<file path="config.mk">
export PLATFORM = sky130hd
export DESIGN_NAME = tmr_timer8
export DESIGN_NICKNAME = d
export VERILOG_FILES = /design/src/design/tmr_pkg.sv /design/src/design/tmr_timer8.sv
export SDC_FILE = /design/constraint.sdc
export NUM_CORES = 1
export LEC_CHECK = 0
export ABC_AREA = 1
export BUFFER_PORTS_ARGS = -buffer_cell sky130_fd_sc_hd__buf_4
export CAP_MARGIN = 20
export CELL_PAD_IN_SITES_DETAIL_PLACEMENT = 1
export CELL_PAD_IN_SITES_GLOBAL_PLACEMENT = 2
export CORE_MARGIN = 2
export CORE_UTILIZATION = 33
export DETAILED_ROUTE_END_ITERATION = 7
export GPL_TIMING_DRIVEN = 1
export PLACE_DENSITY_LB_ADDON = 0.05
export RECOVER_POWER = 50
export SLEW_MARGIN = 25
export SYNTH_ARGS = -nofsm -noshare
export SYNTH_HDL_FRONTEND = slang
export SYNTH_SLANG_ARGS = --single-unit
</file>
<file path="constraint.sdc">
create_clock -name clk_sys -period 5.7 [get_ports clk_sys]
set_input_delay 0.855 -clock clk_sys [delete_from_list [all_inputs] [get_ports clk_sys]]
set_output_delay 0.855 -clock clk_sys [all_outputs]
set_load 0.02 [all_outputs]
</file>
<file path="src/design/tmr_pkg.sv">
// constants, register map and types for the 8-bit timer with shared prescaler
// assumes a 32-bit apb master and a 10 mhz system clock used as the oscillator clock
package tmr_pkg;

	// register byte offsets on the apb
	localparam logic [11:0] ADDR_COUNT  = 12'h000; // timer_count
	localparam logic [11:0] ADDR_INTCTL = 12'h004; // interrupt_control
	localparam logic [11:0] ADDR_CONFIG = 12'h008; // timer_and_pin_config
	localparam logic [11:0] ADDR_PORT_A_DIRECTION  = 12'h00C; // port_a_direction
	localparam logic [11:0] ADDR_STATUS = 12'h010; // sticky event status, write one to clear
	localparam logic [11:0] ADDR_MASK   = 12'h014; // interrupt mask

	// reset values
	localparam logic [7:0]  RST_COUNT  = 8'h00;
	localparam logic [7:0]  RST_INTCTL = 8'h00;
	localparam logic [7:0]  RST_CONFIG = 8'hFF;
	localparam logic [7:0]  RST_PORT_A_DIRECTION  = 8'hFF;
	localparam logic [15:0] RST_POST   = 16'h0000;

	// interrupt_control field positions
	localparam int BIT_IRQ_ENABLE = 5; // overflow_irq_enable
	localparam int BIT_OVF_FLAG   = 2; // overflow_flag

	// timer_and_pin_config field positions
	localparam int BIT_SRC_SEL  = 5; // count_source_select
	localparam int BIT_EDGE_SEL = 4; // source_edge_select
	localparam int BIT_PS_ASSGN = 3; // prescaler_assignment
	localparam int RATE_MSB     = 2; // prescale_rate_field high bit
	localparam int RATE_LSB     = 0; // prescale_rate_field low bit

	// status / mask field positions
	localparam int BIT_EV_OVF = 0; // count overflow event
	localparam int BIT_EV_WDT = 1; // watchdog postscaler wrap event

	// counter limits
	localparam logic [7:0]  COUNT_MAX   = 8'hFF;
	localparam logic [1:0]  INHIBIT_CYC = 2'h2;
	localparam logic [15:0] POST_MAX    = 16'hFFFF;

	// internal phase clocks, gray order q1 q2 q3 q4
	typedef enum logic [1:0]
	{
		PH_Q1 = 2'b00,
		PH_Q2 = 2'b01,
		PH_Q3 = 2'b11,
		PH_Q4 = 2'b10
	} tmr_phase_t;

endpackage : tmr_pkg

</file>
<file path="src/design/tmr_timer8.sv">
// 8-bit timer/counter with a prescaler shared with the watchdog, apb register slave
// assumes clk_sys is the oscillator clock, sleep and watchdog inputs come from the same clock
module tmr_timer8
(
	// clock and reset
	input  wire logic        clk_sys,
	input  wire logic        rst_n,
	// apb slave
	input  wire logic [11:0] paddr,
	input  wire logic        psel,
	input  wire logic        penable,
	input  wire logic        pwrite,
	input  wire logic [31:0] pwdata,
	output logic             pready,
	output logic [31:0]      prdata,
	output logic             pslverr,
	// external count pin, asynchronous
	input  wire logic        external_count_pin,
	// core side
	input  wire logic        sleep_mode,
	input  wire logic        watchdog_clear,
	input  wire logic        watchdog_osc_tick,
	output logic             overflow_irq_request,
	output logic             watchdog_wrap,
	output logic             irq
);

	// whole state of the block
	typedef struct packed
	{
		tmr_pkg::tmr_phase_t phase;    // internal phase clock
		logic                pin_s1;   // first sync stage
		logic                pin_s2;   // second sync stage
		logic                pin_s3;   // previous synced level for edge detect
		logic [7:0]          pre;      // shared prescaler count
		logic                pend;     // prescaler output waiting for q2/q4
		logic [7:0]          count;    // count register
		logic [1:0]          inhibit;  // instruction cycles left without increment
		logic [7:0]          intctl;   // interrupt control
		logic [7:0]          config_r; // timer and pin configuration
		logic [7:0]          port_a_direction;    // port a direction, plain storage
		logic [15:0]         post;     // watchdog postscaler
		logic                wrap;     // postscaler wrap pulse
		logic [1:0]          status;   // sticky events
		logic [1:0]          mask;     // event mask
		logic [31:0]         rdata;    // registered read data
	} tmr_state_t;

	// reset image
	localparam tmr_state_t ST_RESET = '{
		phase:    tmr_pkg::PH_Q1,
		pin_s1:   1'b0,
		pin_s2:   1'b0,
		pin_s3:   1'b0,
		pre:      8'h00,
		pend:     1'b0,
		count:    tmr_pkg::RST_COUNT,
		inhibit:  2'h0,
		intctl:   tmr_pkg::RST_INTCTL,
		config_r: tmr_pkg::RST_CONFIG,
		port_a_direction:    tmr_pkg::RST_PORT_A_DIRECTION,
		post:     tmr_pkg::RST_POST,
		wrap:     1'b0,
		status:   2'h0,
		mask:     2'h0,
		rdata:    32'h0000_0000
	};

	tmr_state_t st;      // registered state
	tmr_state_t next_st; // next state

	// decode an apb address into a register index, 0 when unmapped
	function automatic logic [2:0] tmr_decode(input logic [11:0] addr);
		logic [2:0] idx;
		idx = 3'd0;
		if (addr == tmr_pkg::ADDR_COUNT)
			idx = 3'd1;
		else if (addr == tmr_pkg::ADDR_INTCTL)
			idx = 3'd2;
		else if (addr == tmr_pkg::ADDR_CONFIG)
			idx = 3'd3;
		else if (addr == tmr_pkg::ADDR_PORT_A_DIRECTION)
			idx = 3'd4;
		else if (addr == tmr_pkg::ADDR_STATUS)
			idx = 3'd5;
		else if (addr == tmr_pkg::ADDR_MASK)
			idx = 3'd6;
		return idx;
	endfunction : tmr_decode

	// terminal prescaler count for a rate code and owner
	function automatic logic [7:0] tmr_terminal(input logic [2:0] rate, input logic to_wdt);
		logic [3:0] shift;
		logic [8:0] span;
		shift = {1'b0, rate} + {3'b000, ~to_wdt};
		span  = 9'h001 << shift;
		return 8'(span - 9'h001);
	endfunction : tmr_terminal

	// apb handshake: zero wait states, error on unmapped address
	logic       acc_phase; // access phase of any transfer
	logic       wr_en;     // write takes effect this edge
	logic [2:0] sel;       // decoded register index

	always_comb
	begin
		sel       = tmr_decode(paddr);
		acc_phase = psel & penable;
		wr_en     = acc_phase & pwrite & (sel != 3'd0);
	end

	// handshake and data outputs
	assign pready               = acc_phase;
	assign pslverr              = acc_phase & (sel == 3'd0);
	assign prdata               = st.rdata;
	assign watchdog_wrap        = st.wrap;
	assign overflow_irq_request = st.intctl[tmr_pkg::BIT_OVF_FLAG]
		& st.intctl[tmr_pkg::BIT_IRQ_ENABLE];
	assign irq                  = |(st.status & st.mask);

	// next-state logic for the whole block
	always_comb
	begin
		logic       to_wdt;    // prescaler owned by watchdog
		logic       ext_mode;  // counter mode
		logic [2:0] rate;      // prescale rate code
		logic       instr;     // last phase of an instruction cycle
		logic       edge_hit;  // selected edge seen on the pin
		logic       src;       // timer source pulse before prescaler
		logic       pre_in;    // pulse into the shared prescaler
		logic       pre_out;   // prescaler terminal reached
		logic       tmr_tick;  // timer-side pulse after prescaler
		logic       wdt_tick;  // watchdog-side pulse into postscaler
		logic       inc;       // count register advances
		logic       ovf;       // overflow this cycle
		logic       cnt_write; // software writes count register
		logic       sample;    // q2 or q4 sampling point
		to_wdt    = 1'b0;
		ext_mode  = 1'b0;
		rate      = 3'd0;
		instr     = 1'b0;
		edge_hit  = 1'b0;
		src       = 1'b0;
		pre_in    = 1'b0;
		pre_out   = 1'b0;
		tmr_tick  = 1'b0;
		wdt_tick  = 1'b0;
		inc       = 1'b0;
		ovf       = 1'b0;
		cnt_write = 1'b0;
		sample    = 1'b0;
		next_st   = st;

		// configuration decode
		to_wdt   = st.config_r[tmr_pkg::BIT_PS_ASSGN];
		ext_mode = st.config_r[tmr_pkg::BIT_SRC_SEL];
		rate     = st.config_r[tmr_pkg::RATE_MSB:tmr_pkg::RATE_LSB];

		// phase clocks q1..q4, one instruction cycle is four oscillator cycles
		case (st.phase)
			tmr_pkg::PH_Q1: next_st.phase = tmr_pkg::PH_Q2;
			tmr_pkg::PH_Q2: next_st.phase = tmr_pkg::PH_Q3;
			tmr_pkg::PH_Q3: next_st.phase = tmr_pkg::PH_Q4;
			default:        next_st.phase = tmr_pkg::PH_Q1;
		endcase
		instr  = (st.phase == tmr_pkg::PH_Q4);
		sample = (st.phase == tmr_pkg::PH_Q2) | (st.phase == tmr_pkg::PH_Q4);

		// two-stage pin synchroniser, edge taken from the second stage onward
		next_st.pin_s1 = external_count_pin;
		next_st.pin_s2 = st.pin_s1;
		next_st.pin_s3 = st.pin_s2;
		if (st.config_r[tmr_pkg::BIT_EDGE_SEL])
			edge_hit = st.pin_s3 & ~st.pin_s2;
		else
			edge_hit = ~st.pin_s3 & st.pin_s2;

		// timer source: pin edges or instruction cycles, frozen during sleep
		if (ext_mode)
			src = edge_hit & ~sleep_mode;
		else
			src = instr & ~sleep_mode;

		// shared prescaler, fed by exactly one owner
		pre_in  = to_wdt ? watchdog_osc_tick : src;
		pre_out = pre_in & (st.pre == tmr_terminal(rate, to_wdt));
		if (pre_in)
		begin
			// wrap to zero at the terminal count
			next_st.pre = pre_out ? 8'h00 : 8'(st.pre + 8'h01);
		end

		// timer and watchdog pulses after the prescaler stage
		tmr_tick = to_wdt ? src : pre_out;
		wdt_tick = to_wdt ? pre_out : watchdog_osc_tick;

		// counter mode waits for q2/q4, timer mode advances directly
		if (ext_mode)
		begin
			if (tmr_tick)
				next_st.pend = 1'b1;
			if (sample & (st.pend | tmr_tick))
			begin
				inc          = ~sleep_mode;
				next_st.pend = 1'b0;
			end
		end
		else
		begin
			inc          = tmr_tick;
			next_st.pend = 1'b0;
		end

		// increments are held off after a count write
		if (st.inhibit != 2'h0)
			inc = 1'b0;
		if (instr & (st.inhibit != 2'h0))
			next_st.inhibit = 2'(st.inhibit - 2'h1);

		// count register and overflow
		if (inc)
		begin
			next_st.count = 8'(st.count + 8'h01);
			ovf           = (st.count == tmr_pkg::COUNT_MAX);
		end

		// watchdog postscaler, fed through the prescaler when the assignment bit gives it to the watchdog
		next_st.wrap = 1'b0;
		if (wdt_tick)
		begin
			next_st.post = 16'(st.post + 16'h0001);
			next_st.wrap = (st.post == tmr_pkg::POST_MAX);
		end

		// watchdog clear restarts the postscaler and an owned prescaler
		if (watchdog_clear)
		begin
			next_st.post = tmr_pkg::RST_POST;
			next_st.wrap = 1'b0;
			if (to_wdt)
				next_st.pre = 8'h00;
		end

		// register writes at the access edge
		if (wr_en)
		begin
			if (sel == 3'd1)
			begin
				// write beats a same-cycle increment
				cnt_write       = 1'b1;
				next_st.count   = pwdata[7:0];
				next_st.inhibit = tmr_pkg::INHIBIT_CYC;
				next_st.pend    = 1'b0;
				if (!to_wdt)
					next_st.pre = 8'h00;
			end
			else if (sel == 3'd2)
				next_st.intctl = pwdata[7:0];
			else if (sel == 3'd3)
				next_st.config_r = pwdata[7:0];
			else if (sel == 3'd4)
				next_st.port_a_direction = pwdata[7:0];
			else if (sel == 3'd5)
				next_st.status = st.status & ~pwdata[1:0];
			else if (sel == 3'd6)
				next_st.mask = pwdata[1:0];
		end
		if (cnt_write)
			ovf = 1'b0;

		// overflow sets the flag whatever the enable, set wins over clear
		if (ovf)
		begin
			next_st.intctl[tmr_pkg::BIT_OVF_FLAG] = 1'b1;
			next_st.status[tmr_pkg::BIT_EV_OVF]   = 1'b1;
		end
		if (next_st.wrap)
			next_st.status[tmr_pkg::BIT_EV_WDT] = 1'b1;

		// read data captured in the setup cycle
		if (psel & ~penable & ~pwrite)
		begin
			next_st.rdata = 32'h0000_0000;
			if (sel == 3'd1)
				next_st.rdata[7:0] = st.count;
			else if (sel == 3'd2)
				next_st.rdata[7:0] = st.intctl;
			else if (sel == 3'd3)
				next_st.rdata[7:0] = st.config_r;
			else if (sel == 3'd4)
				next_st.rdata[7:0] = st.port_a_direction;
			else if (sel == 3'd5)
				next_st.rdata[1:0] = st.status;
			else if (sel == 3'd6)
				next_st.rdata[1:0] = st.mask;
		end
	end

	// state register, synchronous active-low reset
	always_ff @(posedge clk_sys)
	begin
		if (!rst_n)
			st <= ST_RESET;
		else
			st <= next_st;
	end

endmodule : tmr_timer8

</file>
==> run metrics, run 1 <==
Post-Synthesis Cells 686; area of the multi-input gates 0.002521 mm^2; CP max stage cell nor3_1; Clock transition at path regs 70 ps; share of layout cells above drive strength 1 11.34%; Fin. Hold Viols 0; WHS Path Cells 2; placed cell area 0.005046 mm^2; violated checks max-capacitance violations, max-slew violations; Die Width 123.6 um; final period utilization 68.96%; max-cap check violation count 1; Fill cells 1820; Residual DRC 0; Clock Skew 12.94 ps; global-route wire length before repair 21420 um; critical path arrival 4180 ps; post_cts resized 0; Crit Reg-Reg Endpoint st[46]; Rows 43; Worst setup SP type primary input; Initial Util 33.85%; post-synth top area cell dfxtp_1; hold slack 421.6 ps; Mapped Avg Cell Area 6.876 um^2; Buffers on Ports 41; cell with the most instances after synthesis nand2_1; gr usage total 18.33%; outcome finished with violations; total number of vias 4397; CTS tree built; Final ANT Viol Nets 0; Hold Path Class reg -> reg; hold buffer count at cts 0; Clock Path Buffers 2; IO Count 90; CTS sink count 77; Leak Pwr 2.399 nW; design area 0.005276 mm^2; cells along the critical path clkbuf_4 > nor2_1 > nand2_1 > nor3_1 > nand2_1 > nor2_1 > or2_1 > inv_1 > nand3_2 > nand2_1 > clkinv_2 > nand2_1 > inv_1 > nand2_1 > nand3_1 > inv_1; cts bufs inserted 9; Diodes inserted 0; area grow syn2layout 11.86%; CTS root buf clkbuf_16; crit end category flop; vias in the first global route 4212; CTS H-Tree Depth 3; slowest stage delay, CP 610 ps; Post-DP HPWL 10130 um; grt met1 use 25.65%; Synth Cell Area 0.004717 mm^2; hold_sp next_st[97]; Worst EP required 5940 ps; unique cell type count in the Yosys netlist 44; Final Max Slew Viols 34; Worst Path Max Fanout 15; slew at the pin closest to its max-slew limit 1586 ps; most instantiated cells after synthesis 159 x nand2_1, 100 x inv_1, 77 x dfxtp_1, 59 x nor2_1, 51 x nand3_1; Overflow after GRT 0; clk_lat worst skew 350 ps; Die ar. 0.01527 mm^2; Yosys reg bits 77; final WL 13130 um; Post-CTS Setup Bufs 0; hold endpoint next_st[96]; r2r worst-path depth 18; Final Setup Violations 0; fin crit period 3931 ps; RSZ-0062 raised after global routing no; met3 Use GR 2.583%; top post-synthesis cells by area dfxtp_1 33%, nand2_1 13%, inv_1 8.0%; Worst IR Drop VDD 0.1230 mV; sequential share of the synthesized area 32.68%; largest net degree at the start of global routing 34; first-pass iteration count of the detailed router 4; Yosys Warn Count 0; Post-synth top flop dfxtp_1; Iter 0 DRT Violations 191; slew margin rel. -5.731%; Synth top area share 32.68%; core area 0.01393 mm^2; GR peak layer met2; WL/cell 14.53 um; CP Class in -> reg; global routing usage on met2 28.47%; post-detailed-route via-to-cell ratio 4.869; register area 0.001541 mm^2; Achievable Freq 254.4 MHz; Critical R2R Launch st[64]; initial antenna violation count 0; Fin Setup TNS 0 ps; Post-synth EDFFs 0; CP dominant cell by count nand2_1; reg2reg setup slack 2120 ps; NumNets Final 783; GPL Wtd Cong 0.8134; FFs w/ async S/R, synth 0%; Die Ht 123.6 um; pwr/cell area 233.1 mW/mm^2
stage by stage:
step / util [%] / power (mW) / setup slack, ps / cells
after floorplan: - / 0.6204 / 2829 / 709
final: 37.86 / 1.230 / 1769 / 903
after CTS: 38.41 / 1.251 / 2056 / 903
after detailed placement: 36.21 / 0.6405 / 2062 / 887
after global routing: 37.86 / 1.280 / 1337 / 903
after global placement: 36.21 / 0.6380 / 2129 / 887
power breakdown:
group | total, mW | internal, mW | leakage [nW] | switching, mW
sequential | 0.545 | 0.542 | 0.622 | 0.00316
combinational | 0.0803 | 0.0246 | 1.64 | 0.0557
clock | 0.605 | 0.345 | 0.141 | 0.259
total | 1.23 | 0.912 | 2.40 | 0.318
cells in the final DEF (no fill, tap or decap), drive strengths merged, types with 3 or more instances in the layout:
cell and count:
clkinvlp 3, buf 28, nand4 14, conb 24, inv 110, a21oi 32
o21ai 31, xor2 13, clkbuf 24, nand3 53, o211ai 18, ha 12
nor2 66, nand2 167, o2111ai 4, nor3 15, a211oi 7, dfxtp 77
a221oi 3, nor4 6
flip-flops by register name (all words and copies together) (netlist names):
signal         flops
st                66
watchdog_wrap      1
next_st            2
prdata             8
critical path: cells and delay by family:
| family | cells | cell delay (ps) |
|---|---|---|
| and+or+nand+nor | 11 | 2560 |
| buffers and inverters | 5 | 740 |
final cells by class:
type	count	area share [%]
clock buffer	9	4.268
clock inverter	7	1.541
inverter	109	7.802
multi-input combinational	478	47.78
sequential	77	29.22
tap	180	4.268
timing repair buffer	43	5.122
layer usage:
layer | wire length (um) | vias to the layer above
met5 | 0 | -
met2 | 5715 | 68
met3 | 387 | 10
met1 | 6867 | 2081
li1 | - | 2238
met4 | 155 | 0
cell families (layout without fill, tap and decap cells):
group	Yosys count	after routing	share of synthesized area, %
simple gates	326	326	31.59
buf+inv	154	168	15.20
compound gates	101	101	14.19
flops	77	77	32.68
xor+xnor	15	15	3.077
fa+ha+maj	12	12	3.183
other cells	1	24	0.07950
how the worst max path moves through the flow:
stage,start,endpoint,slack (ps)
2_1_floorplan,st[64],st[79],2830
3_3_place_gp,st[64],st[48],2130
3_5_place_dp,st[64],st[48],2060
4_1_cts,st[64],st[48],2060
5_1_grt,paddr[7],st[86],1340
6_report,paddr[7],st[86],1770
No activity file was read; power rests on OpenSTA's default activity.
==> run 2, diff against run 1 <==
- CORE_UTILIZATION: 33 -> 28
- clock period: 5.7 -> 3.5 ns (I/O delays scaled with it)
==> run 2 against run 1 <==
  * The flow now finishes without violations
  * Clock power increased by 72%
  * Core utilization decreased by 5.1 points
  * Sequential power increased by 63%
  * Count of clock-buffer cells in the layout increased by 1
  * Combinational power increased by 67%
  * Worst setup slack got worse by 1400 ps
  * Global-route usage decreased by 2.0 points
  * Hold slack got worse by 56 ps
  * Power increased by 68%
  * Highest routed layer unchanged
==> run metrics, run 2 (synthesized netlist as in run 1, its figures left out) <==
outcome finished clean; first-pass iteration count of the detailed router 4; Die ar. 0.01790 mm^2; CP max stage cell dfxtp_1; crit end category flop; Leak Pwr 2.442 nW; Rows 47; Crit Reg-Reg Endpoint st[84]; leading cell type in the layout, fill and taps excluded nand2_1; hold slack 365.9 ps; Post-DP HPWL 10870 um; GPL Wtd Cong 0.7713; Die Ht 133.8 um; Buffers on Ports 41; Crit path max-delay family simple AND/OR/NAND/NOR gates; critical path arrival 3410 ps; NumNets Final 790; Total Power 2.067 mW; area grow syn2layout 14.75%; commonest non-fill, non-tap cells in the layout 159 x nand2_1, 100 x inv_1, 77 x dfxtp_1, 58 x nor2_1, 51 x nand3_1; Worst IR Drop VDD 0.2228 mV; max reg flops 66; CTS tree built; CP Class reg -> reg; Placed Cells 934; slew at the pin closest to its max-slew limit 1321 ps; design area 0.005413 mm^2; final period utilization 88.94%; WL/cell 14.73 um; Buf/Inv on CP 4; post-detailed-route via-to-cell ratio 4.608; hold endpoint next_st[97]; Hold Path Class in -> reg; Fin Setup TNS 0 ps; share of layout cells above drive strength 1 12.60%; pwr/cell area 381.9 mW/mm^2; Diodes inserted 0; CTS H-Tree Depth 3; Achievable Freq 321.3 MHz; fin crit period 3113 ps; Worst EP required 3790 ps; Overflow after GRT 0; largest net degree at the start of global routing 34; max-cap check violation count 0; hold buffer count at cts 0; Worst setup SP type flop; Final Max Slew Viols 0; Clock Path Buffers 2; Die Width 133.8 um; Worst Path Max Fanout 9; slew margin rel. 11.95%; Setup WS post-layout 387.2 ps; slowest stage delay, CP 310 ps; CP dominant cell by count nand3_1; IO Count 90; reg2reg setup slack 390 ps; Final ANT Viol Nets 0; clk_lat worst skew 350 ps; placed cell area 0.005149 mm^2; Clock transition at path regs 60 ps; RSZ-0062 raised after global routing no; Fill cells 2131; WHS Path Cells 3; Fin. Hold Viols 0; fin util 32.76%; cells along the critical path inv_1 > ha_1 > ha_1 > inv_1 > nand2_1 > nand2_2 > nor2_4 > nand3_1 > ha_1 > xor2_1 > nand3_1 > nor2_1 > nand3_1 > nor2_1 > nand2_2 > nand2_1 > nand2_1 > nand2_2 > nand2_4 > clkinv_2 > nand2_1 > nand3_1 > nand3_1 > inv_1; Final Non-Filler Cells 950; core area 0.01652 mm^2; Clock Skew 6.310 ps; Initial Util 28.55%; Critical R2R Launch st[64]; r2r worst-path depth 24; Final Setup Violations 0; CTS sink count 77; Iter 0 DRT Violations 190; final WL 13990 um; cts bufs inserted 9; Residual DRC 0; initial antenna violation count 0; gr usage total 16.34%; global-route wire length before repair 23230 um; hold_sp external_count_pin; vias in the first global route 4462; pre-CTS setup slack 283.8 ps; CTS root buf clkbuf_16; total number of vias 4378; Top reg by flops st
-- run 2: worst min-delay path, cell delays in order --
cell and delay (ps):
buf_4 80, nand2_1 40, inv_1 40
-- run 2: report_power, final --
| part | internal, mW | switching, mW | total, mW |
|---|---|---|---|
| Clock | 0.643 | 0.401 | 1.04 |
| Sequential | 0.883 | 0.00527 | 0.888 |
| Combinational | 0.0412 | 0.0933 | 0.134 |
| Total | 1.57 | 0.500 | 2.07 |
-- run 2: timing repair --
| action | CTS | global route |
|---|---|---|
| setup endpoints to repair | 0 | 2 |
| setup buffers | 0 | 0 |
| gates resized for setup | 0 | 1 |
-- run 2: worst max path at each step --
stage / from / end / slack [ps] / cells past startpoint
finish: st[64] / st[84] / 390 / 24
global route: st[64] / st[83] / 4 / 24
CTS: st[64] / st[71] / 290 / 22
detailed placement: st[64] / st[71] / 280 / 22
global placement: st[64] / st[71] / 320 / 22
floorplan: st[64] / st[79] / 630 / 22
-- run 2: layer usage --
metal | vias up | GRT usage [%] | routed length [um]
met5 | - | 0 | 0
met1 | 2044 | 22.96 | 7167
met2 | 68 | 25.87 | 6269
met3 | 12 | 2.683 | 398
met4 | 0 | 4.610 | 155
li1 | 2254 | - | -
-- run 2: final cells by class --
class	instances	area, um^2	area share, %
multi-input combinational	478	2536	46.86
timing repair buffer	50	322.8	5.964
clock buffer	10	239.0	4.415
tap	220	275.3	5.086
sequential	77	1541	28.48
inverter	109	411.6	7.605
clock inverter	6	86.33	1.595
